==> src/include/lbg_pkg.sv <==
// Constants and types of the lamp bus command gateway
//
// What this block does
// - External packets hold four to six bytes, check byte included.
// - Serial characters are 8 data bits, one start, one stop, LSB first.
// - The gateway never starts an external exchange; it only listens.
// - Every external packet opens with an all-ones sync byte.
// - Second byte is the lamp address 0x90..0xA8, lamp zero at 0x90.
// - Third byte is the command; zero to two data bytes follow.
// - Check enable affects only received external packets.
// - Report valid commands with lamp number; flag check, address, command errors.
// - On the lamp bus the gateway acts as a control panel with an address.
// - Panel address 0..15, unique, stored on the store key.
// - Selected lamp address 16..40, lamp switches 0..24.
// - Switch function sends lamp on or off to selected lamp on store key.
// - Pan and tilt functions send move-to-position on store key.
// - Focus shows position 0..100, 50 sharpest; up key drives focus motor.
// - Show supply voltage; above 30 or below 18 volts is abnormal.
// - Default view shows bus active, lamp on state, pan and tilt.
// - Several faults or limits of the lamp are shown in turn.
// - Check byte is the low 7 bits of the sum of all earlier bytes.
// - A packet taking longer than 30 ms from its start is rejected.
package lbg_pkg;
  // Timing
  localparam int unsigned CLK_HZ       = 100_000_000;
  localparam int unsigned BAUD_HZ      = 9600;
  localparam int unsigned BAUD_DIV     = CLK_HZ / BAUD_HZ;
  localparam int unsigned PKT_MAX_MS   = 30;
  localparam int unsigned PKT_MAX_CYC  = CLK_HZ / 1000 * PKT_MAX_MS;
  localparam int unsigned FLT_STEP_MS  = 1000;
  localparam int unsigned FLT_STEP_CYC = CLK_HZ / 1000 * FLT_STEP_MS;
  // Packet bytes
  localparam logic [7:0] SYNC_BYTE = 8'hFF;
  localparam logic [7:0] LAMP_MIN  = 8'h90;
  localparam logic [7:0] LAMP_MAX  = 8'hA8;
  localparam logic [7:0] CMD_FOCUS = 8'h0B;
  localparam logic [7:0] CMD_HOME  = 8'h0C;
  localparam logic [7:0] CMD_REC   = 8'h0D;
  localparam logic [7:0] CMD_PLAY  = 8'h0E;
  localparam logic [7:0] CMD_SHOME = 8'h0F;
  localparam logic [7:0] CMD_PCW   = 8'h14;
  localparam logic [7:0] CMD_TUP   = 8'h17;
  localparam logic [7:0] CMD_PPOS  = 8'h18;
  localparam logic [7:0] CMD_TPOS  = 8'h19;
  localparam logic [7:0] CMD_ON    = 8'h1A;
  localparam logic [7:0] CMD_OFF   = 8'h1B;
  localparam logic [7:0] CMD_REQ   = 8'h1E;
  // Local limits
  localparam logic [11:0] PANEL_MAX = 12'h000F;
  localparam logic [11:0] SEL_MIN   = 12'h0010;
  localparam logic [11:0] SEL_MAX   = 12'h0028;
  localparam logic [7:0]  VOLT_HI   = 8'h1E;
  localparam logic [7:0]  VOLT_LO   = 8'h12;
  // Register byte offsets
  localparam logic [7:0] REG_CTRL = 8'h00;
  localparam logic [7:0] REG_EDIT = 8'h04;
  localparam logic [7:0] REG_SEL  = 8'h08;
  localparam logic [7:0] REG_DIAG = 8'h0C;
  localparam logic [7:0] REG_VIEW = 8'h10;
  localparam logic [7:0] REG_STAT = 8'h14;
  // Diagnostic flag positions
  localparam int D_OK   = 0;
  localparam int D_CRC  = 1;
  localparam int D_ADDR = 2;
  localparam int D_CMD  = 3;
  localparam int D_TIME = 4;
  // Values after reset
  localparam logic [4:0] RST_LIDX  = 5'h00;
  localparam logic [3:0] RST_PANEL = 4'h0;

  typedef enum logic [2:0] {
    M_VIEW = 3'b000, M_PANEL = 3'b001, M_LAMP = 3'b010, M_SWITCH = 3'b011,
    M_PAN  = 3'b100, M_TILT  = 3'b101, M_FOCUS = 3'b110, M_DIAG = 3'b111
  } lbg_mode_t;

  typedef enum logic [2:0] {
    P_IDLE = 3'b000, P_ADDR = 3'b001, P_CMD = 3'b010,
    P_DATA = 3'b011, P_CRC = 3'b100
  } lbg_pst_t;

  // Data bytes after a command; 3 marks an unknown command
  function automatic logic [1:0] lbg_dlen(input logic [7:0] c);
    if (c == CMD_PPOS || c == CMD_TPOS) return 2'h2;
    else if (c >= CMD_PCW && c <= CMD_TUP) return 2'h1;
    else if (c inside {CMD_FOCUS, CMD_HOME, CMD_REC, CMD_PLAY, CMD_SHOME,
                       CMD_ON, CMD_OFF, CMD_REQ}) return 2'h0;
    else return 2'h3;
  endfunction : lbg_dlen
endpackage : lbg_pkg

==> src/lbg_gateway.sv <==
// Lamp bus command gateway: packet parser, relay, local panel and APB
`timescale 1ns/10ps
`default_nettype none
module lbg_gateway
  import lbg_pkg::*;
#(
  parameter int unsigned BAUD_DIV_P = BAUD_DIV,
  parameter int unsigned PKT_MAX_P  = PKT_MAX_CYC,
  parameter int unsigned FLT_STEP_P = FLT_STEP_CYC
) (
  // Clock and reset
  input  wire logic        pclk,
  input  wire logic        presetn,
  // APB slave
  input  wire logic        psel,
  input  wire logic        penable,
  input  wire logic        pwrite,
  input  wire logic [7:0]  paddr,
  input  wire logic [31:0] pwdata,
  output logic [31:0]      prdata,
  output logic             pready,
  output logic             pslverr,
  // External serial link
  input  wire logic        ext_rx,
  // Front keys
  input  wire logic        store_key,
  input  wire logic        up_key,
  // Lamp bus engine status
  input  wire logic        bus_active,
  input  wire logic [7:0]  supply_volts,
  input  wire logic        resp_valid,
  input  wire logic [7:0]  resp_addr,
  input  wire logic [11:0] resp_pan,
  input  wire logic [11:0] resp_tilt,
  input  wire logic [7:0]  resp_status,
  input  wire logic [7:0]  resp_focus,
  input  wire logic [4:0]  resp_fault1,
  input  wire logic [3:0]  resp_fault2,
  // Relay to lamp bus engine
  output logic             relay_valid,
  input  wire logic        relay_ready,
  output logic [4:0]       relay_lamp,
  output logic [7:0]       relay_cmd,
  output logic [7:0]       relay_d0,
  output logic [7:0]       relay_d1,
  output logic [1:0]       relay_len,
  output logic [3:0]       panel_addr,
  // Display levels
  output logic             bus_active_text,
  output logic             lamp_on,
  output logic             focus_run,
  output logic             supply_abnormal,
  output logic [3:0]       fault_code
);
  typedef struct packed {
    logic        pready;
    logic        pslverr;
    logic [31:0] prdata;
    logic        crc_skip;
    lbg_mode_t   mode;
    logic [11:0] edit;
    logic [3:0]  panel;
    logic [4:0]  lidx;
    logic [4:0]  diag;
    logic [4:0]  last_lamp;
    logic [7:0]  last_cmd;
    lbg_pst_t    pst;
    logic [7:0]  lamp;
    logic [7:0]  cmd;
    logic [1:0]  dlen;
    logic [1:0]  dcnt;
    logic [7:0]  d0;
    logic [7:0]  d1;
    logic [7:0]  sum;
    logic [21:0] tmr;
    logic        rvalid;
    logic [4:0]  rlamp;
    logic [7:0]  rcmd;
    logic [7:0]  rd0;
    logic [7:0]  rd1;
    logic [1:0]  rlen;
    logic        bus_txt;
    logic        lamp_on;
    logic        seen;
    logic [11:0] pan;
    logic [11:0] tilt;
    logic [7:0]  focus;
    logic [10:0] flt;
    logic [3:0]  fcode;
    logic [26:0] ftmr;
    logic        frun;
    logic        vabn;
    logic [7:0]  volts;
  } lbg_gw_t;

  lbg_gw_t s;
  lbg_gw_t n;

  logic [7:0] rx_data;
  logic       rx_valid;
  logic [1:0] key_lvl;
  logic [1:0] key_rise;

  // receive only, no transmit path exists
  lbg_uart_rx #(.DIV(BAUD_DIV_P)) u_rx (
    .pclk     (pclk),
    .presetn  (presetn),
    .rx_pin   (ext_rx),
    .rx_data  (rx_data),
    .rx_valid (rx_valid)
  );

  lbg_key_sync #(.N(2)) u_keys (
    .pclk     (pclk),
    .presetn  (presetn),
    .key_pin  ({up_key, store_key}),
    .key_lvl  (key_lvl),
    .key_rise (key_rise)
  );

  logic        wr;
  logic        free;
  logic        aok;
  logic        cok;
  logic [4:0]  set;
  logic [4:0]  clr;
  logic [3:0]  nf;
  logic [7:0]  sel_addr;

  always_comb begin
    n = s;
    set = 5'h00;
    clr = 5'h00;
    nf = 4'h0;
    aok = 1'b0;
    cok = 1'b0;
    sel_addr = 8'(s.lidx) + 8'(SEL_MIN);
    // APB: one wait-free access, read data prepared in setup
    wr = psel && penable && s.pready && pwrite;
    n.pready = psel && !penable;
    n.pslverr = 1'b0;
    n.prdata = 32'h0000_0000;
    if (psel && !penable && !pwrite) begin
      if (paddr == REG_CTRL) begin
        n.prdata = {28'h000_0000, s.mode, s.crc_skip};
      end else if (paddr == REG_EDIT) begin
        n.prdata = {20'h0_0000, s.edit};
      end else if (paddr == REG_SEL) begin
        n.prdata = {19'h0_0000, s.lidx, 4'h0, s.panel};
      end else if (paddr == REG_DIAG) begin
        n.prdata = {8'h00, s.last_cmd, 3'h0, s.last_lamp, 3'h0, s.diag};
      end else if (paddr == REG_VIEW) begin
        n.prdata = {3'h0, s.seen, s.tilt, 4'h0, s.pan};
      end else if (paddr == REG_STAT) begin
        n.prdata = {4'h0, s.fcode, s.volts, s.focus, 4'h0,
                    s.frun, s.vabn, s.lamp_on, s.bus_txt};
      end else begin
        n.pslverr = 1'b1;
      end
    end else if (psel && !penable) begin
      n.pslverr = !(paddr == REG_CTRL || paddr == REG_EDIT ||
                    paddr == REG_DIAG);
    end
    if (wr && paddr == REG_CTRL) begin
      // only the external receive check is switched
      n.crc_skip = pwdata[0];
      n.mode = lbg_mode_t'(pwdata[3:1]);
    end else if (wr && paddr == REG_EDIT) begin
      n.edit = pwdata[11:0];
    end else if (wr && paddr == REG_DIAG) begin
      clr = pwdata[4:0];
    end

    // Relay handshake with the lamp bus engine
    if (s.rvalid && relay_ready) begin
      n.rvalid = 1'b0;
    end
    free = !s.rvalid || relay_ready;

    // Packet parser
    if (s.pst != P_IDLE) begin
      n.tmr = s.tmr + 22'h00_0001;
    end
    if (rx_valid && rx_data == SYNC_BYTE) begin
      n.pst = P_ADDR;
      n.sum = SYNC_BYTE;
      n.tmr = 22'h00_0000;
    end else if (rx_valid) begin
      n.sum = s.sum + rx_data;
      case (s.pst)
        P_ADDR: begin
          n.lamp = rx_data;
          n.pst = P_CMD;
        end
        P_CMD: begin
          // command byte sets the data count
          n.cmd = rx_data;
          n.dlen = lbg_dlen(rx_data);
          n.dcnt = 2'h0;
          if (lbg_dlen(rx_data) == 2'h3) begin
            set[D_CMD] = 1'b1;
            n.pst = P_IDLE;
          end else if (lbg_dlen(rx_data) == 2'h0) begin
            n.pst = P_CRC;
          end else begin
            n.pst = P_DATA;
          end
        end
        P_DATA: begin
          if (s.dcnt == 2'h0) begin
            n.d0 = rx_data;
          end else begin
            n.d1 = rx_data;
          end
          n.dcnt = s.dcnt + 2'h1;
          if (s.dcnt + 2'h1 == s.dlen) begin
            n.pst = P_CRC;
          end
        end
        P_CRC: begin
          // low 7 bits of the running sum
          cok = s.crc_skip || rx_data[6:0] == s.sum[6:0];
          aok = s.lamp >= LAMP_MIN && s.lamp <= LAMP_MAX;
          set[D_CRC] = !cok;
          set[D_ADDR] = !aok;
          set[D_OK] = cok && aok;
          n.pst = P_IDLE;
          if (cok && aok) begin
            n.last_lamp = 5'(s.lamp - LAMP_MIN);
            n.last_cmd = s.cmd;
            if (free) begin
              n.rvalid = 1'b1;
              n.rlamp = 5'(s.lamp - LAMP_MIN);
              n.rcmd = s.cmd;
              n.rd0 = s.d0;
              n.rd1 = s.d1;
              n.rlen = s.dlen;
            end
          end
        end
        default: begin
          n.pst = P_IDLE;
        end
      endcase
    end else if (s.pst != P_IDLE && s.tmr == 22'(PKT_MAX_P - 1)) begin
      n.pst = P_IDLE;
      set[D_TIME] = 1'b1;
    end
    // Set wins over a clear in the same cycle
    n.diag = (s.diag & ~clr) | set;

    // Local panel functions on the store key
    if (key_rise[0]) begin
      case (s.mode)
        M_PANEL: begin
          if (s.edit <= PANEL_MAX) begin
            n.panel = s.edit[3:0];
          end
        end
        M_LAMP: begin
          if (s.edit >= SEL_MIN && s.edit <= SEL_MAX) begin
            n.lidx = 5'(s.edit - SEL_MIN);
          end
        end
        M_SWITCH, M_PAN, M_TILT: begin
          // on or off to the selected lamp
          // move-to-position, 7 low bits then 5 high
          if (free && !(rx_valid && s.pst == P_CRC)) begin
            n.rvalid = 1'b1;
            n.rlamp = s.lidx;
            n.rd0 = {1'b0, s.edit[6:0]};
            n.rd1 = {3'h0, s.edit[11:7]};
            n.rlen = (s.mode == M_SWITCH) ? 2'h0 : 2'h2;
            n.rcmd = (s.mode == M_PAN) ? CMD_PPOS :
                     (s.mode == M_TILT) ? CMD_TPOS :
                     s.edit[0] ? CMD_ON : CMD_OFF;
          end
        end
        default: begin
          n.rvalid = n.rvalid;
        end
      endcase
    end
    // focus motor runs while up key is held in focus mode
    n.frun = key_lvl[1] && s.mode == M_FOCUS;

    // panel role on the lamp bus
    // bus status and selected lamp view
    n.bus_txt = bus_active;
    if (resp_valid && resp_addr == sel_addr) begin
      n.seen = 1'b1;
      n.lamp_on = resp_status[0];
      n.pan = resp_pan;
      n.tilt = resp_tilt;
      n.focus = resp_focus;
      n.flt = {resp_fault2, resp_fault1, resp_status[2:1]};
    end
    if (key_rise[0] && s.mode == M_LAMP) begin
      n.seen = 1'b0;
    end
    n.volts = supply_volts;
    n.vabn = supply_volts > VOLT_HI || supply_volts < VOLT_LO;

    // step through active faults, one per period
    n.ftmr = s.ftmr + 27'h000_0001;
    if (s.ftmr >= 27'(FLT_STEP_P - 1)) begin
      n.ftmr = 27'h000_0000;
      for (int i = 10; i >= 0; i--) begin
        if (s.flt[i] && 4'(i + 1) > s.fcode) begin
          nf = 4'(i + 1);
        end
      end
      if (nf == 4'h0) begin
        for (int i = 10; i >= 0; i--) begin
          if (s.flt[i]) begin
            nf = 4'(i + 1);
          end
        end
      end
      n.fcode = nf;
    end
  end

  always_ff @(posedge pclk or negedge presetn) begin
    if (!presetn) begin
      s <= '0;
    end else begin
      s <= n;
    end
  end

  assign prdata = s.prdata;
  assign pready = s.pready;
  assign pslverr = s.pslverr;
  assign relay_valid = s.rvalid;
  assign relay_lamp = s.rlamp;
  assign relay_cmd = s.rcmd;
  assign relay_d0 = s.rd0;
  assign relay_d1 = s.rd1;
  assign relay_len = s.rlen;
  assign panel_addr = s.panel;
  assign bus_active_text = s.bus_txt;
  assign lamp_on = s.lamp_on;
  assign focus_run = s.frun;
  assign supply_abnormal = s.vabn;
  assign fault_code = s.fcode;
endmodule : lbg_gateway
`default_nettype wire

==> src/lbg_key_sync.sv <==
// Key synchroniser with press pulses
`timescale 1ns/10ps
`default_nettype none
module lbg_key_sync #(
  parameter int N = 2
) (
  // Clock and reset
  input  wire logic       pclk,
  input  wire logic       presetn,
  // Key pins, active high
  input  wire logic [N-1:0] key_pin,
  // Synced level and press pulse
  output logic [N-1:0]    key_lvl,
  output logic [N-1:0]    key_rise
);
  typedef struct packed {
    logic [N-1:0] s1;
    logic [N-1:0] s2;
    logic [N-1:0] lvl;
    logic [N-1:0] rise;
  } lbg_key_t;

  lbg_key_t s;
  lbg_key_t n;

  always_comb begin
    n = s;
    n.s1 = key_pin;
    n.s2 = s.s1;
    n.lvl = s.s2;
    n.rise = s.s2 & ~s.lvl;
  end

  always_ff @(posedge pclk or negedge presetn) begin
    if (!presetn) begin
      s <= '0;
    end else begin
      s <= n;
    end
  end

  assign key_lvl = s.lvl;
  assign key_rise = s.rise;
endmodule : lbg_key_sync
`default_nettype wire

==> src/lbg_uart_rx.sv <==
// Receive-only serial character deserialiser
`timescale 1ns/10ps
`default_nettype none
module lbg_uart_rx #(
  parameter int unsigned DIV = 10416
) (
  // Clock and reset
  input  wire logic       pclk,
  input  wire logic       presetn,
  // Serial line
  input  wire logic       rx_pin,
  // Received character
  output logic [7:0]      rx_data,
  output logic            rx_valid
);
  typedef struct packed {
    logic        s1;
    logic        s2;
    logic        busy;
    logic [3:0]  bitn;
    logic [15:0] cnt;
    logic [7:0]  sh;
    logic [7:0]  data;
    logic        valid;
  } lbg_rx_t;

  lbg_rx_t s;
  lbg_rx_t n;

  always_comb begin
    n = s;
    n.s1 = rx_pin;
    n.s2 = s.s1;
    n.valid = 1'b0;
    if (!s.busy) begin
      if (!s.s2) begin
        n.busy = 1'b1;
        n.bitn = 4'h0;
        n.cnt = 16'(DIV / 2);
      end
    end else if (s.cnt != 16'h0000) begin
      n.cnt = s.cnt - 16'h0001;
    end else begin
      n.cnt = 16'(DIV - 1);
      n.bitn = s.bitn + 4'h1;
      // start, 8 bits LSB first, stop
      if (s.bitn == 4'h0) begin
        n.busy = !s.s2;
      end else if (s.bitn < 4'h9) begin
        n.sh = {s.s2, s.sh[7:1]};
      end else begin
        n.busy = 1'b0;
        n.valid = s.s2;
        n.data = s.sh;
      end
    end
  end

  always_ff @(posedge pclk or negedge presetn) begin
    if (!presetn) begin
      // Synchroniser starts at the idle line level, so no false start bit
      s <= '{s1: 1'b1, s2: 1'b1, default: '0};
    end else begin
      s <= n;
    end
  end

  assign rx_data = s.data;
  assign rx_valid = s.valid;
endmodule : lbg_uart_rx
`default_nettype wire

==> config.mk <==
export PLATFORM = sky130hd
export DESIGN_NAME = lbg_gateway
export DESIGN_NICKNAME = d
export VERILOG_FILES = /design/src/include/lbg_pkg.sv /design/src/lbg_gateway.sv /design/src/lbg_key_sync.sv /design/src/lbg_uart_rx.sv
export SDC_FILE = /design/constraint.sdc
export NUM_CORES = 1
export LEC_CHECK = 0
export ABC_AREA = 1
export BUFFER_PORTS_ARGS = -buffer_cell sky130_fd_sc_hd__buf_2
export CAP_MARGIN = 40
export CORE_ASPECT_RATIO = 2
export CORE_MARGIN = 8
export CORE_UTILIZATION = 45
export DETAILED_ROUTE_END_ITERATION = 12
export PLACE_DENSITY_LB_ADDON = 0.12
export REMOVE_ABC_BUFFERS = 1
export SYNTH_ARGS = -nofsm -noshare
export SYNTH_HDL_FRONTEND = slang
export SYNTH_SLANG_ARGS = --single-unit
==> constraint.sdc <==
create_clock -name pclk -period 2.78 [get_ports pclk]
set_input_delay 0.278 -clock pclk [delete_from_list [all_inputs] [get_ports pclk]]
set_output_delay 0.278 -clock pclk [all_outputs]
set_load 0.05 [all_outputs]
==> flow_summary.html, run 1 <==
<table>
<tr><th>Metric</th><th>Value</th></tr>
<tr><th colspan="2">Run status</th></tr>
<tr><td>Run status</td><td>finished clean</td></tr>
<tr><th colspan="2">Global route</th></tr>
<tr><td>Via count of the first global-routing pass</td><td>12000</td></tr>
<tr><td>Wire length of the first global-routing pass</td><td>62800 um</td></tr>
<tr><td>Largest net degree at the start of global routing</td><td>93</td></tr>
<tr><td>Number of antenna violations at the first check in global routing</td><td>0</td></tr>
<tr><td>GRT overflow</td><td>0</td></tr>
<tr><td>GRT Total Usage</td><td>20.1%</td></tr>
<tr><th colspan="2">Power</th></tr>
<tr><td>Switching Fraction</td><td>22.8%</td></tr>
<tr><td>Worst voltage drop across the vdd grid</td><td>0.000533 V</td></tr>
<tr><td>Leak pwr</td><td>0.00814 uW</td></tr>
<tr><td>Share of power burned in registers</td><td>48.8%</td></tr>
<tr><td>Switching power of the nets</td><td>2150 uW</td></tr>
<tr><td>Internal cell power</td><td>7310 uW</td></tr>
<tr><td>Power per cell area</td><td>554 nW/um^2</td></tr>
<tr><td>Relative contribution of the clock network to total power</td><td>44.7%</td></tr>
<tr><td>Power share of the combinational group</td><td>6.5%</td></tr>
<tr><th colspan="2">Finish</th></tr>
<tr><td>Share of final-layout standard cells stronger than drive strength 1</td><td>18.4%</td></tr>
<tr><td>Number of non-filler instances in the completed layout</td><td>2223</td></tr>
<tr><td>Leading cell type in the layout, fill and taps excluded</td><td>dfrtp_1</td></tr>
<tr><td>Post-layout net count</td><td>1904</td></tr>
<tr><td>Finished Cell Area</td><td>17100 sq um</td></tr>
<tr><td>Relative area change from synthesis to final layout</td><td>18.2%</td></tr>
<tr><td>Most frequent cells in the layout</td><td>dfrtp_1, nand2_1, inv_1</td></tr>
<tr><th colspan="2">Critical path</th></tr>
<tr><td>WP data required</td><td>3.24 ns</td></tr>
<tr><td>CP delay by family, top</td><td>simple AND/OR/NAND/NOR gates</td></tr>
<tr><td>Critical path launch point type</td><td>register</td></tr>
<tr><td>Slowest stage cell on the critical path</td><td>dfrtp_1</td></tr>
<tr><td>Signal arrival time at the worst endpoint</td><td>2.90 ns</td></tr>
<tr><td>Crit end category</td><td>register</td></tr>
<tr><td>Path depth of the worst reg2reg path</td><td>9</td></tr>
<tr><td>Cell-by-cell listing of the critical path</td><td>ha_1 -&gt; nor4_1 -&gt; a41oi_1 -&gt; nor2_1 -&gt; nand2_2 -&gt; nor2_4 -&gt; buf_4 -&gt; o21ai_0 -&gt; o21ai_0</td></tr>
<tr><td>Crit path top cell by count</td><td>o21ai_0</td></tr>
<tr><td>Count of buffer and inverter cells on the critical path</td><td>1</td></tr>
<tr><td>Crit Path Max Fanout</td><td>33</td></tr>
<tr><td>Worst setup slack for register-to-register paths</td><td>0.34 ns</td></tr>
<tr><td>Type of the worst setup path</td><td>register to register</td></tr>
<tr><td>Worst reg2reg path startpoint</td><td>u_rx.rx_data[2]</td></tr>
<tr><td>Slowest cell delay on critical path</td><td>0.46 ns</td></tr>
<tr><td>Worst reg2reg path endpoint</td><td>relay_lamp[1]</td></tr>
<tr><th colspan="2">Placement</th></tr>
<tr><td>Number of buffer cells added on primary ports</td><td>165</td></tr>
<tr><td>Place WS</td><td>0.346 ns</td></tr>
<tr><td>DPL Wire Length</td><td>27800 um</td></tr>
<tr><td>Placed Area</td><td>15400 sq um</td></tr>
<tr><td>Routability congestion estimate</td><td>0.882</td></tr>
<tr><td>Cell total after placement</td><td>2102</td></tr>
<tr><th colspan="2">Job</th></tr>
<tr><td>Maximum capacitance violations</td><td>0</td></tr>
<tr><th colspan="2">Die</th></tr>
<tr><td>Die Outline Area</td><td>38500 sq um</td></tr>
<tr><td>Io pins</td><td>194</td></tr>
<tr><td>Chip Width</td><td>143 um</td></tr>
<tr><td>Initial cell density of the core</td><td>45.3%</td></tr>
<tr><td>Row Count</td><td>93</td></tr>
<tr><td>Vertical die dimension</td><td>269 um</td></tr>
<tr><td>Core region area</td><td>31900 sq um</td></tr>
<tr><th colspan="2">Logic synthesis</th></tr>
<tr><td>Portion of the post-synthesis area used by sequential elements</td><td>53.3%</td></tr>
<tr><td>Synthesized flop and latch total</td><td>308</td></tr>
<tr><td>Netlist area before placement</td><td>14500 sq um</td></tr>
<tr><td>Dominant cells by area after synthesis</td><td>dfrtp_1, nand2_1, o21ai_0</td></tr>
<tr><td>Cell accounting for the most synthesized area</td><td>dfrtp_1</td></tr>
<tr><td>Main synth FF type</td><td>dfrtp_1</td></tr>
<tr><td>Library cells used by synthesis</td><td>58</td></tr>
<tr><td>Number of warning messages in the yosys log</td><td>0</td></tr>
<tr><td>Area share of the largest cell type after synthesis</td><td>53.0%</td></tr>
<tr><td>Number of instances in the synthesized netlist</td><td>1591</td></tr>
<tr><td>Async SR Flop Fraction</td><td>100%</td></tr>
<tr><td>Mean instance size in the synthesized netlist</td><td>9.08 sq um</td></tr>
<tr><td>Post-synth EDFFs</td><td>0</td></tr>
<tr><th colspan="2">CTS</th></tr>
<tr><td>Number of buffers created by CTS</td><td>29</td></tr>
<tr><td>Clock latency reported for the late side of the worst-skew pair</td><td>0.55 ns</td></tr>
<tr><td>Number of sinks handled by clock tree synthesis</td><td>308</td></tr>
<tr><td>Clock buffer depth</td><td>3</td></tr>
<tr><td>H-Tree Level Count</td><td>1</td></tr>
<tr><td>Number of gates given a new drive strength after cts</td><td>0</td></tr>
<tr><td>CTS tree</td><td>yes</td></tr>
<tr><td>Clock transition at the registers of the reported paths</td><td>0.07 ns</td></tr>
<tr><td>Root Buffer</td><td>clkbuf_16</td></tr>
<tr><th colspan="2">Min path</th></tr>
<tr><td>Type of the tightest min-delay check</td><td>primary input to register</td></tr>
<tr><td>Min-Delay Endpoint</td><td>pslverr</td></tr>
<tr><td>Worst hold stages</td><td>3</td></tr>
<tr><td>Start point of the worst hold path</td><td>pwrite</td></tr>
<tr><th colspan="2">Detailed routing</th></tr>
<tr><td>Drt initial violations</td><td>660</td></tr>
<tr><td>Total wirelength of the detailed-routed design</td><td>38000 um</td></tr>
<tr><td>Count of nets left with antenna violations after detail routing</td><td>0</td></tr>
<tr><td>Number of optimization iterations in the first detailed-route pass</td><td>5</td></tr>
<tr><td>Total number of vias</td><td>11500</td></tr>
<tr><td>Routed length per placed instance</td><td>17.1 um</td></tr>
<tr><td>Routed length on met2</td><td>18900 um</td></tr>
<tr><td>Met1 layer wirelength in the final routing</td><td>16500 um</td></tr>
<tr><td>Met3 routed wirelength</td><td>1880 um</td></tr>
<tr><td>Final routed DRC violation total</td><td>0</td></tr>
<tr><td>Vias per cell</td><td>5.17</td></tr>
<tr><td>Top routing layer in use</td><td>met4</td></tr>
<tr><th colspan="2">STA</th></tr>
<tr><td>Headroom to the max-slew limit</td><td>49.6%</td></tr>
<tr><td>Final Critical Period</td><td>2.44 ns</td></tr>
<tr><td>Count of final hold-check violations</td><td>0</td></tr>
<tr><td>Final worst-path cycle share</td><td>87.7%</td></tr>
<tr><td>Max-slew violation count</td><td>0</td></tr>
<tr><td>Max Freq</td><td>410 MHz</td></tr>
<tr><td>Worst-case clock skew</td><td>0.0130 ns</td></tr>
<tr><td>Setup total negative slack</td><td>0 ns</td></tr>
<tr><td>RSZ-0062 raised after global routing</td><td>false</td></tr>
<tr><td>Measured slew at the worst slew-check pin</td><td>0.756 ns</td></tr>
<tr><td>Worst setup slack after layout</td><td>0.341 ns</td></tr>
<tr><td>Setup-failing EPs final</td><td>0</td></tr>
</table>
## state kept, by name, indices dropped and copies added (netlist names), 2 cells and up
name            cells
relay_lamp          5
u_rx.rx_data        8
fault_code          4
panel_addr          4
relay_d0            8
relay_cmd           8
u_keys.n            4
prdata             29
relay_d1            8
relay_len           2
u_keys.key_lvl      2
u_rx.s             30
s                 186
## layer usage
metal	vias to the layer above	global-route usage, %
met5	-	0
met4	0	5.60
met3	50	2.64
met2	272	34.7
met1	5589	25.7
li1	5581	-
## area by class of cell
| cell class | count | area (sq um) |
|---|---|---|
| fillers | 3019 | 14800 |
| well taps | 427 | 534 |
| diodes | 1 | 2.50 |
| clock inverters | 13 | 218 |
| clock buffers | 40 | 777 |
| repair buffers | 260 | 1780 |
| inverters | 192 | 722 |
| multi-input cells | 982 | 5340 |
| flip-flops and latches | 308 | 7710 |
## synth_stat cells (2+ instances only)
| master | number |
|---|---|
| nor2_4 | 7 |
| ha_1 | 14 |
| o21ai_1 | 8 |
| nand4_1 | 14 |
| clkbuf_2 | 2 |
| nor3_1 | 32 |
| clkbuf_1 | 25 |
| a31oi_1 | 12 |
| inv_2 | 6 |
| nor2_2 | 7 |
| nor4_1 | 18 |
| a22oi_1 | 3 |
| clkinv_1 | 3 |
| nand2_2 | 4 |
| o211ai_1 | 8 |
| and2_1 | 4 |
| dfstp_2 | 2 |
| mux2_2 | 52 |
| nand3_1 | 41 |
| and3_1 | 2 |
| dfrtp_1 | 306 |
| a221o_1 | 3 |
| inv_1 | 182 |
| nand2_1 | 247 |
| nor3_2 | 3 |
| o31ai_1 | 4 |
| nor3b_1 | 4 |
| xnor2_1 | 5 |
| a41oi_1 | 6 |
| nand3b_1 | 4 |
| buf_2 | 8 |
| buf_6 | 4 |
| a221oi_1 | 5 |
| o22ai_1 | 20 |
| a211oi_1 | 2 |
| buf_4 | 72 |
| o221ai_1 | 3 |
| o21ai_0 | 176 |
| nor2_1 | 152 |
| xor2_1 | 16 |
| a21oi_1 | 88 |
## worst max-delay path by stage
stage                     from       endpoint  cells past startpoint
3_3_place_gp   u_rx.rx_data[2]  relay_lamp[1]                      9
2_1_floorplan           s[210]        lamp_on                      4
4_1_cts        u_rx.rx_data[2]  relay_lamp[1]                      9
3_5_place_dp   u_rx.rx_data[2]  relay_lamp[1]                      9
5_1_grt               paddr[2]     prdata[28]                     11
6_report       u_rx.rx_data[2]  relay_lamp[1]                      9
## power by group through the flow
stage          combinational, uW  sequential (uW)  clock (uW)
4_1_cts                      628             4620        4340
3_3_place_gp                 541             4700           0
3_5_place_dp                 549             4700           0
6_report                     617             4620        4220
5_1_grt                      691             4620        4520
2_1_floorplan                195             4780           0
## cells by family after synthesis
family	Yosys count	share of synthesized area, %
other	1	0.0259
buffers and inverters	303	10.0
adders and majority gates	15	1.35
xor gates and xnor gates	21	1.27
muxes	52	4.05
and+or+nand+nor	543	16.5
DFF	308	53.3
AOI/OAI and AO/OA	348	13.4
## repair_timing
| action | 4_1_cts | 5_1_grt |
|---|---|---|
| setup buffers | 0 | 0 |
| hold endpoints to repair | 152 | 0 |
| hold buffers | 67 | 0 |
## stage by stage
step	power, uW	hold slack [ns]	utilization (%)
final	9460	0.0323	53.6
after floorplan	4970	-0.0176	-
after detailed placement	5250	0.344	48.4
after global routing	9830	0.0459	53.6
after global placement	5240	0.343	48.4
after CTS	9590	0.00551	53.6
## worst register-to-register path: cells and delay by family (launching register included)
kind                       cells  cell delay, ns
AOI/OAI and AO/OA              3            0.54
adders and majority gates      1            0.37
buffers and inverters          1            0.34
DFF                            1            0.46
and+or+nand+nor                4            0.64
No activity file was read; power rests on OpenSTA's default activity.
==> run 2, diff against run 1 <==
--- a/config.mk
+++ b/config.mk
@@ -5,7 +5,7 @@
 export SDC_FILE = /design/constraint.sdc
 export NUM_CORES = 1
 export LEC_CHECK = 0
-export ABC_AREA = 1
+export ABC_AREA = 0
 export BUFFER_PORTS_ARGS = -buffer_cell sky130_fd_sc_hd__buf_2
 export CAP_MARGIN = 40
 export CORE_ASPECT_RATIO = 2
==> run 2 against run 1 <==
Net effect:
- core utilization rose by 0.27 points
- count of clock-buffer cells in the layout is 3 lower
- sequential power fell by 1%
- register-to-register slack worse by 0.08 ns
- non-clock buffer count up 22
- combinational power shrank 27%
- highest routed layer unchanged
- clock skew increased by 0.011 ns
- largest power group unchanged
- cell count is 10% lower
- critical path depth shrank 1
- largest cell class unchanged
- die area rose by 2.1%
- clock power about the same
- critical path type unchanged
==> flow_summary.html, run 2 <==
<table>
<tr><th>Metric</th><th>Value</th></tr>
<tr><th colspan="2">Run status</th></tr>
<tr><td>Run status</td><td>finished clean</td></tr>
<tr><th colspan="2">STA</th></tr>
<tr><td>Worst-case clock skew</td><td>0.0243 ns</td></tr>
<tr><td>Setup-failing EPs final</td><td>0</td></tr>
<tr><td>Final worst-path cycle share</td><td>90.6%</td></tr>
<tr><td>Measured slew at the worst slew-check pin</td><td>0.710 ns</td></tr>
<tr><td>RSZ-0062 raised after global routing</td><td>false</td></tr>
<tr><td>Count of final hold-check violations</td><td>0</td></tr>
<tr><td>Headroom to the max-slew limit</td><td>52.3%</td></tr>
<tr><td>Max Freq</td><td>397 MHz</td></tr>
<tr><td>Worst setup slack after layout</td><td>0.262 ns</td></tr>
<tr><td>Max-slew violation count</td><td>0</td></tr>
<tr><td>Final Critical Period</td><td>2.52 ns</td></tr>
<tr><th colspan="2">Finish</th></tr>
<tr><td>Post-layout net count</td><td>1670</td></tr>
<tr><td>Relative area change from synthesis to final layout</td><td>18.7%</td></tr>
<tr><td>Fraction of the core area covered by cells at the end of the flow</td><td>53.9%</td></tr>
<tr><td>Most frequent cells in the layout</td><td>dfrtp_1, buf_2, nor2_1</td></tr>
<tr><td>Top reg by flops</td><td>s</td></tr>
<tr><td>Number of fill cells in the layout</td><td>2890</td></tr>
<tr><td>Area taken by multi-input logic gates</td><td>6180 sq um</td></tr>
<tr><td>Leading cell type in the layout, fill and taps excluded</td><td>dfrtp_1</td></tr>
<tr><td>Share of final-layout standard cells stronger than drive strength 1</td><td>26.7%</td></tr>
<tr><td>Flip-flop count of the largest register, all copies and words added</td><td>186</td></tr>
<tr><td>FF/Latch Area</td><td>7710 sq um</td></tr>
<tr><th colspan="2">Logic synthesis</th></tr>
<tr><td>Mean instance size in the synthesized netlist</td><td>10.9 sq um</td></tr>
<tr><td>Number of instances in the synthesized netlist</td><td>1355</td></tr>
<tr><td>Most frequent cells after synthesis</td><td>dfrtp_1, nor2_1, mux2_2, nand2_1, buf_4</td></tr>
<tr><td>Netlist area before placement</td><td>14800 sq um</td></tr>
<tr><td>Async SR Flop Fraction</td><td>100%</td></tr>
<tr><td>Count leader, synth</td><td>dfrtp_1</td></tr>
<tr><td>Dominant cells by area after synthesis</td><td>dfrtp_1, mux2_2, buf_4</td></tr>
<tr><td>Portion of the post-synthesis area used by sequential elements</td><td>52.2%</td></tr>
<tr><td>Cell accounting for the most synthesized area</td><td>dfrtp_1</td></tr>
<tr><td>Main synth FF type</td><td>dfrtp_1</td></tr>
<tr><td>Library cells used by synthesis</td><td>80</td></tr>
<tr><td>Synthesized flop and latch total</td><td>308</td></tr>
<tr><td>Post-synth EDFFs</td><td>0</td></tr>
<tr><td>Area share of the largest cell type after synthesis</td><td>51.8%</td></tr>
<tr><td>Number of warning messages in the yosys log</td><td>0</td></tr>
<tr><th colspan="2">CTS</th></tr>
<tr><td>CTS tree</td><td>yes</td></tr>
<tr><td>Root Buffer</td><td>clkbuf_16</td></tr>
<tr><td>H-Tree Level Count</td><td>1</td></tr>
<tr><td>Clock buffer depth</td><td>3</td></tr>
<tr><td>Number of buffers created by CTS</td><td>29</td></tr>
<tr><td>Number of buffers inserted by post-CTS setup repair</td><td>0</td></tr>
<tr><td>Clock transition at the registers of the reported paths</td><td>0.07 ns</td></tr>
<tr><td>Clock latency reported for the late side of the worst-skew pair</td><td>0.57 ns</td></tr>
<tr><td>Number of sinks handled by clock tree synthesis</td><td>308</td></tr>
<tr><th colspan="2">Critical path</th></tr>
<tr><td>Slowest stage cell on the critical path</td><td>dfrtp_1</td></tr>
<tr><td>Worst setup slack for register-to-register paths</td><td>0.26 ns</td></tr>
<tr><td>Slowest cell delay on critical path</td><td>0.47 ns</td></tr>
<tr><td>Critical path launch point type</td><td>register</td></tr>
<tr><td>Path depth of the worst reg2reg path</td><td>8</td></tr>
<tr><td>CP delay by family, top</td><td>simple AND/OR/NAND/NOR gates</td></tr>
<tr><td>Crit Path Max Fanout</td><td>21</td></tr>
<tr><td>Type of the worst setup path</td><td>register to register</td></tr>
<tr><td>Worst reg2reg path startpoint</td><td>u_rx.rx_data[2]</td></tr>
<tr><td>Crit end category</td><td>register</td></tr>
<tr><td>WP data required</td><td>3.20 ns</td></tr>
<tr><td>Worst reg2reg path endpoint</td><td>relay_d1[1]</td></tr>
<tr><td>Signal arrival time at the worst endpoint</td><td>2.94 ns</td></tr>
<tr><td>Count of buffer and inverter cells on the critical path</td><td>1</td></tr>
<tr><td>Cell-by-cell listing of the critical path</td><td>ha_1 -&gt; nor4_2 -&gt; a31o_2 -&gt; nand4_1 -&gt; nor3_4 -&gt; buf_12 -&gt; mux2i_1 -&gt; o21ai_0</td></tr>
<tr><th colspan="2">Die</th></tr>
<tr><td>Row Count</td><td>94</td></tr>
<tr><td>Core region area</td><td>32600 sq um</td></tr>
<tr><td>Die Outline Area</td><td>39200 sq um</td></tr>
<tr><td>Io pins</td><td>194</td></tr>
<tr><td>Initial cell density of the core</td><td>45.4%</td></tr>
<tr><td>Vertical die dimension</td><td>272 um</td></tr>
<tr><td>Chip Width</td><td>144 um</td></tr>
<tr><th colspan="2">Global route</th></tr>
<tr><td>GRT overflow</td><td>0</td></tr>
<tr><td>Largest net degree at the start of global routing</td><td>71</td></tr>
<tr><td>Via count of the first global-routing pass</td><td>11100</td></tr>
<tr><td>Number of antenna violations at the first check in global routing</td><td>1</td></tr>
<tr><td>Wire length of the first global-routing pass</td><td>60200 um</td></tr>
<tr><td>GRT Total Usage</td><td>19.2%</td></tr>
<tr><th colspan="2">Detailed routing</th></tr>
<tr><td>Final routed DRC violation total</td><td>0</td></tr>
<tr><td>Count of nets left with antenna violations after detail routing</td><td>0</td></tr>
<tr><td>Drt initial violations</td><td>522</td></tr>
<tr><td>Total number of vias</td><td>10700</td></tr>
<tr><td>Total wirelength of the detailed-routed design</td><td>37300 um</td></tr>
<tr><td>Vias per cell</td><td>5.36</td></tr>
<tr><td>Number of optimization iterations in the first detailed-route pass</td><td>5</td></tr>
<tr><td>Routed length per placed instance</td><td>18.7 um</td></tr>
<tr><th colspan="2">Min path</th></tr>
<tr><td>Start point of the worst hold path</td><td>pwrite</td></tr>
<tr><td>Type of the tightest min-delay check</td><td>primary input to register</td></tr>
<tr><td>Worst hold stages</td><td>4</td></tr>
<tr><td>Min-Delay Endpoint</td><td>pslverr</td></tr>
<tr><th colspan="2">Power</th></tr>
<tr><td>Leak pwr</td><td>0.00841 uW</td></tr>
<tr><td>Worst voltage drop across the vdd grid</td><td>0.000588 V</td></tr>
<tr><td>Power per cell area</td><td>529 nW/um^2</td></tr>
<tr><th colspan="2">Placement</th></tr>
<tr><td>DPL Wire Length</td><td>26500 um</td></tr>
<tr><td>Routability congestion estimate</td><td>0.888</td></tr>
<tr><td>Place WS</td><td>0.229 ns</td></tr>
<tr><td>Number of buffer cells added on primary ports</td><td>165</td></tr>
<tr><th colspan="2">Job</th></tr>
<tr><td>Maximum capacitance violations</td><td>0</td></tr>
</table>
[run 2: per-layer routing]
metal | track usage [%] | routed length (um)
met1 | 25.7 | 16500
met3 | 3.74 | 2290
met4 | 5.73 | 850
met5 | 0 | 0
met2 | 30.9 | 17600
[run 2: worst max-delay path by stage]
stage,start,to,depth (start not counted)
global placement,u_rx.rx_data[2],relay_cmd[0],8
floorplan,s[210],lamp_on,4
detailed placement,u_rx.rx_data[2],relay_cmd[0],8
finish,u_rx.rx_data[2],relay_d1[1],8
global route,u_rx.rx_data[4],relay_cmd[6],8
CTS,u_rx.rx_data[2],relay_d1[1],8
[run 2: cell families (layout without fill, tap and decap cells)]
family                   Yosys count  count (layout)  share of synthesized area [%]
XOR/XNOR                          63              63                           3.73
AND/OR/NAND/NOR                  428             428                           14.7
other                              1               4                         0.0254
AO/OA/AOI/OAI                    210             210                           9.09
flip-flops                       308             308                           52.2
adder cells (fa/ha/maj)           15              15                           1.32
multiplexers                     168             168                           12.7
buffers and inverters            162             363                           6.26
[run 2: worst min-delay path, cell delays in order]
cell and delay, ns:
buf_2 0.10, o21ai_0 0.07, nand3_1 0.08, and2_1 0.12
[run 2: layout make-up]
class / instances / area share (%)
flip-flops and latches: 308 / 43.9
multi-input cells: 887 / 35.3
repair buffers: 282 / 11.3
clock buffers: 37 / 4.48
well taps: 432 / 3.08
clock inverters: 13 / 1.28
inverters: 31 / 0.663
diodes: 1 / 0.0143
[run 2: power breakdown]
part           switching, uW  total [uW]  internal, uW
combinational            249         451           202
clock                   1710        4250          2550
sequential              40.8        4570          4530
total                   2000        9280          7280
[run 2: timing repair]
item                                    CTS  global route
endpoints found under the hold margin   139             0
endpoints found under the setup margin    0             1
resized for setup                         0             1
hold buffers                             71             0
[run 2: per-stage QoR]
step / total power (uW) / hold slack [ns] / cell area, sq um / std cells / TNS, ns
finish: 9280 / 0.127 / 17500 / 1991 / 0
global route: 9630 / 0.142 / 17500 / 1991 / 0
CTS: 9400 / 0.0924 / 17500 / 1990 / 0
detailed placement: 5040 / 0.276 / 15800 / 1869 / 0
global placement: 5030 / 0.266 / 15800 / 1868 / 0
floorplan: 4790 / -0.0176 / 14000 / 1226 / -165.29
==> run 3, diff against run 2 <==
--- a/config.mk
+++ b/config.mk
@@ -8,7 +8,6 @@
 export ABC_AREA = 0
 export BUFFER_PORTS_ARGS = -buffer_cell sky130_fd_sc_hd__buf_2
 export CAP_MARGIN = 40
-export CORE_ASPECT_RATIO = 2
 export CORE_MARGIN = 8
 export CORE_UTILIZATION = 45
 export DETAILED_ROUTE_END_ITERATION = 12
==> run 3 against run 2 <==
Net effect:
- non-clock buffer count fell by 19
- core utilization barely moved
- fmax down 2.5%
- clock skew increased by 0.0026 ns
- highest routed layer unchanged
==> flow_summary.html, run 3 (synthesized netlist as in run 2, its figures left out) <==
<table>
<tr><th>Metric</th><th>Value</th></tr>
<tr><th colspan="2">Run status</th></tr>
<tr><td>Run status</td><td>finished clean</td></tr>
<tr><th colspan="2">Finish</th></tr>
<tr><td>Leading cell type in the layout, fill and taps excluded</td><td>dfrtp_1</td></tr>
<tr><td>Post-layout net count</td><td>1657</td></tr>
<tr><td>Number of fill cells in the layout</td><td>2899</td></tr>
<tr><td>Flip-flop count of the largest register, all copies and words added</td><td>186</td></tr>
<tr><td>Relative area change from synthesis to final layout</td><td>18.3%</td></tr>
<tr><td>Top reg by flops</td><td>s</td></tr>
<tr><td>Fraction of the core area covered by cells at the end of the flow</td><td>53.9%</td></tr>
<tr><td>Number of non-filler instances in the completed layout</td><td>1993</td></tr>
<tr><td>Most frequent cells in the layout</td><td>dfrtp_1, buf_2, nor2_1</td></tr>
<tr><td>Share of final-layout standard cells stronger than drive strength 1</td><td>27.0%</td></tr>
<tr><th colspan="2">Power</th></tr>
<tr><td>Share of power burned in registers</td><td>47.9%</td></tr>
<tr><td>Worst voltage drop across the vdd grid</td><td>0.000390 V</td></tr>
<tr><td>Relative contribution of the clock network to total power</td><td>47.5%</td></tr>
<tr><td>Internal cell power</td><td>7480 uW</td></tr>
<tr><td>Power per cell area</td><td>547 nW/um^2</td></tr>
<tr><td>Leak pwr</td><td>0.00838 uW</td></tr>
<tr><td>Switching Fraction</td><td>21.8%</td></tr>
<tr><td>Switching power of the nets</td><td>2080 uW</td></tr>
<tr><td>Power share of the combinational group</td><td>4.6%</td></tr>
<tr><th colspan="2">CTS</th></tr>
<tr><td>Clock latency reported for the late side of the worst-skew pair</td><td>0.52 ns</td></tr>
<tr><td>Number of sinks handled by clock tree synthesis</td><td>308</td></tr>
<tr><td>H-Tree Level Count</td><td>2</td></tr>
<tr><td>Clock buffer depth</td><td>3</td></tr>
<tr><td>Clock transition at the registers of the reported paths</td><td>0.06 ns</td></tr>
<tr><td>CTS tree</td><td>yes</td></tr>
<tr><td>Root Buffer</td><td>clkbuf_16</td></tr>
<tr><td>Number of buffers created by CTS</td><td>35</td></tr>
<tr><td>Number of gates given a new drive strength after cts</td><td>0</td></tr>
<tr><td>Number of buffers inserted by post-CTS setup repair</td><td>0</td></tr>
<tr><th colspan="2">Die</th></tr>
<tr><td>Row Count</td><td>66</td></tr>
<tr><td>Initial cell density of the core</td><td>45.5%</td></tr>
<tr><td>Vertical die dimension</td><td>197 um</td></tr>
<tr><td>Core region area</td><td>32500 sq um</td></tr>
<tr><td>Die Outline Area</td><td>38900 sq um</td></tr>
<tr><td>Io pins</td><td>194</td></tr>
<tr><td>Chip Width</td><td>197 um</td></tr>
<tr><th colspan="2">Placement</th></tr>
<tr><td>Number of buffer cells added on primary ports</td><td>165</td></tr>
<tr><td>DPL Wire Length</td><td>25500 um</td></tr>
<tr><td>Cell total after placement</td><td>1873</td></tr>
<tr><td>Routability congestion estimate</td><td>0.834</td></tr>
<tr><th colspan="2">STA</th></tr>
<tr><td>RSZ-0062 raised after global routing</td><td>false</td></tr>
<tr><td>Final Critical Period</td><td>2.58 ns</td></tr>
<tr><td>Final worst-path cycle share</td><td>92.9%</td></tr>
<tr><td>Max Freq</td><td>387 MHz</td></tr>
<tr><td>Headroom to the max-slew limit</td><td>46.6%</td></tr>
<tr><td>Measured slew at the worst slew-check pin</td><td>0.796 ns</td></tr>
<tr><td>Final hold slack</td><td>0.00842 ns</td></tr>
<tr><td>Count of final hold-check violations</td><td>0</td></tr>
<tr><td>Setup-failing EPs final</td><td>0</td></tr>
<tr><td>Max-slew violation count</td><td>0</td></tr>
<tr><td>Worst-case clock skew</td><td>0.0269 ns</td></tr>
<tr><th colspan="2">Global route</th></tr>
<tr><td>Number of antenna violations at the first check in global routing</td><td>0</td></tr>
<tr><td>Wire length of the first global-routing pass</td><td>58500 um</td></tr>
<tr><td>Via count of the first global-routing pass</td><td>10600</td></tr>
<tr><td>Largest net degree at the start of global routing</td><td>80</td></tr>
<tr><td>GRT overflow</td><td>0</td></tr>
<tr><td>GRT Total Usage</td><td>18.5%</td></tr>
<tr><th colspan="2">Critical path</th></tr>
<tr><td>Crit Path Max Fanout</td><td>11</td></tr>
<tr><td>Signal arrival time at the worst endpoint</td><td>2.93 ns</td></tr>
<tr><td>Type of the worst setup path</td><td>register to register</td></tr>
<tr><td>Critical path launch point type</td><td>register</td></tr>
<tr><td>WP data required</td><td>3.13 ns</td></tr>
<tr><td>Crit end category</td><td>register</td></tr>
<tr><th colspan="2">Detailed routing</th></tr>
<tr><td>Total wirelength of the detailed-routed design</td><td>36200 um</td></tr>
<tr><td>Total number of vias</td><td>10500</td></tr>
<tr><td>Vias per cell</td><td>5.27</td></tr>
<tr><td>Final routed DRC violation total</td><td>0</td></tr>
<tr><td>Drt initial violations</td><td>651</td></tr>
<tr><td>Count of nets left with antenna violations after detail routing</td><td>0</td></tr>
<tr><td>Routed length per placed instance</td><td>18.2 um</td></tr>
<tr><td>Number of optimization iterations in the first detailed-route pass</td><td>5</td></tr>
<tr><th colspan="2">Min path</th></tr>
<tr><td>Type of the tightest min-delay check</td><td>primary input to register</td></tr>
<tr><th colspan="2">Job</th></tr>
<tr><td>Maximum capacitance violations</td><td>0</td></tr>
</table>
[run 3: changes by cell type in the layout (fill, tap and decap cells not counted), moves of 4 or more]
cell           before  now
dlygate4sd3_1      71   58
buf_4              39   35
clkbuf_16          29   36
clkbuf_8            3    7
bufinv_16           6    2
[run 3: power groups by stage]
stage / combinational (uW) / sequential, uW / clock, uW
floorplan: 126 / 4660 / 0
global placement: 376 / 4660 / 0
detailed placement: 380 / 4660 / 0
CTS: 444 / 4580 / 4670
global route: 488 / 4580 / 4850
finish: 439 / 4580 / 4540
[run 3: path summary, 6_finish.rpt]
| kind | depth (start not counted) | start | slack [ns] | endpoint |
|---|---|---|---|---|
| setup / recovery | 8 | u_rx.rx_data[4] | 0.20 | relay_d0[0] |
| hold / removal | 2 | resp_fault2[2] | 0.008 | s[50] |
| setup reg to reg | 8 | u_rx.rx_data[4] | 0.20 | relay_d0[0] |
| hold reg to reg | 0 | u_keys.n[4] | 0.34 | u_keys.n[2] |
| max in group asynchronous | 3 | presetn | 1.60 | u_rx.n[38] |
| min in group asynchronous | 2 | presetn | 0.38 | relay_d0[6] |
[run 3: area by class of cell]
cell class              count  area [sq um]  area share (%)
flip-flops and latches    308          7710            44.1
well taps                 442           553            3.16
repair buffers            263          1780            10.2
multi-input cells         887          6180            35.3
diodes                      1          2.50          0.0143
clock inverters            11           123           0.701
inverters                  31           116           0.665
clock buffers              50          1020            5.85
[run 3: per-layer routing]
layer	up-vias	global-route usage, %	part of all wire (%)
li1	5039	-	-
met1	5211	26.0	47
met2	225	29.6	46
met3	37	3.41	5.2
met4	0	3.96	1.4
met5	-	0	0
[run 3: what timing repair did]
action,CTS,global route
hold buffers,56,2
setup endpoints to repair,0,0
endpoints found under the hold margin,126,2
[run 3: critical path, cell delays in order, from the launching register on]
cell	delay [ns]
dfrtp_1	0.66
ha_1	0.38
nor2_1	0.15
a31o_2	0.21
nand4_1	0.17
nor3_4	0.28
buf_4	0.26
mux2i_1	0.20
o21ai_0	0.09
[run 3: stage by stage]
step	total power, uW	setup slack [ns]	cell area [sq um]	setup TNS [ns]
2_1_floorplan	4790	-2.96	14000	-165.29
3_3_place_gp	5030	0.261	15800	0
3_5_place_dp	5040	0.241	15800	0
4_1_cts	9690	0.210	17500	0
5_1_grt	9910	0.0398	17500	0
6_report	9560	0.197	17500	0
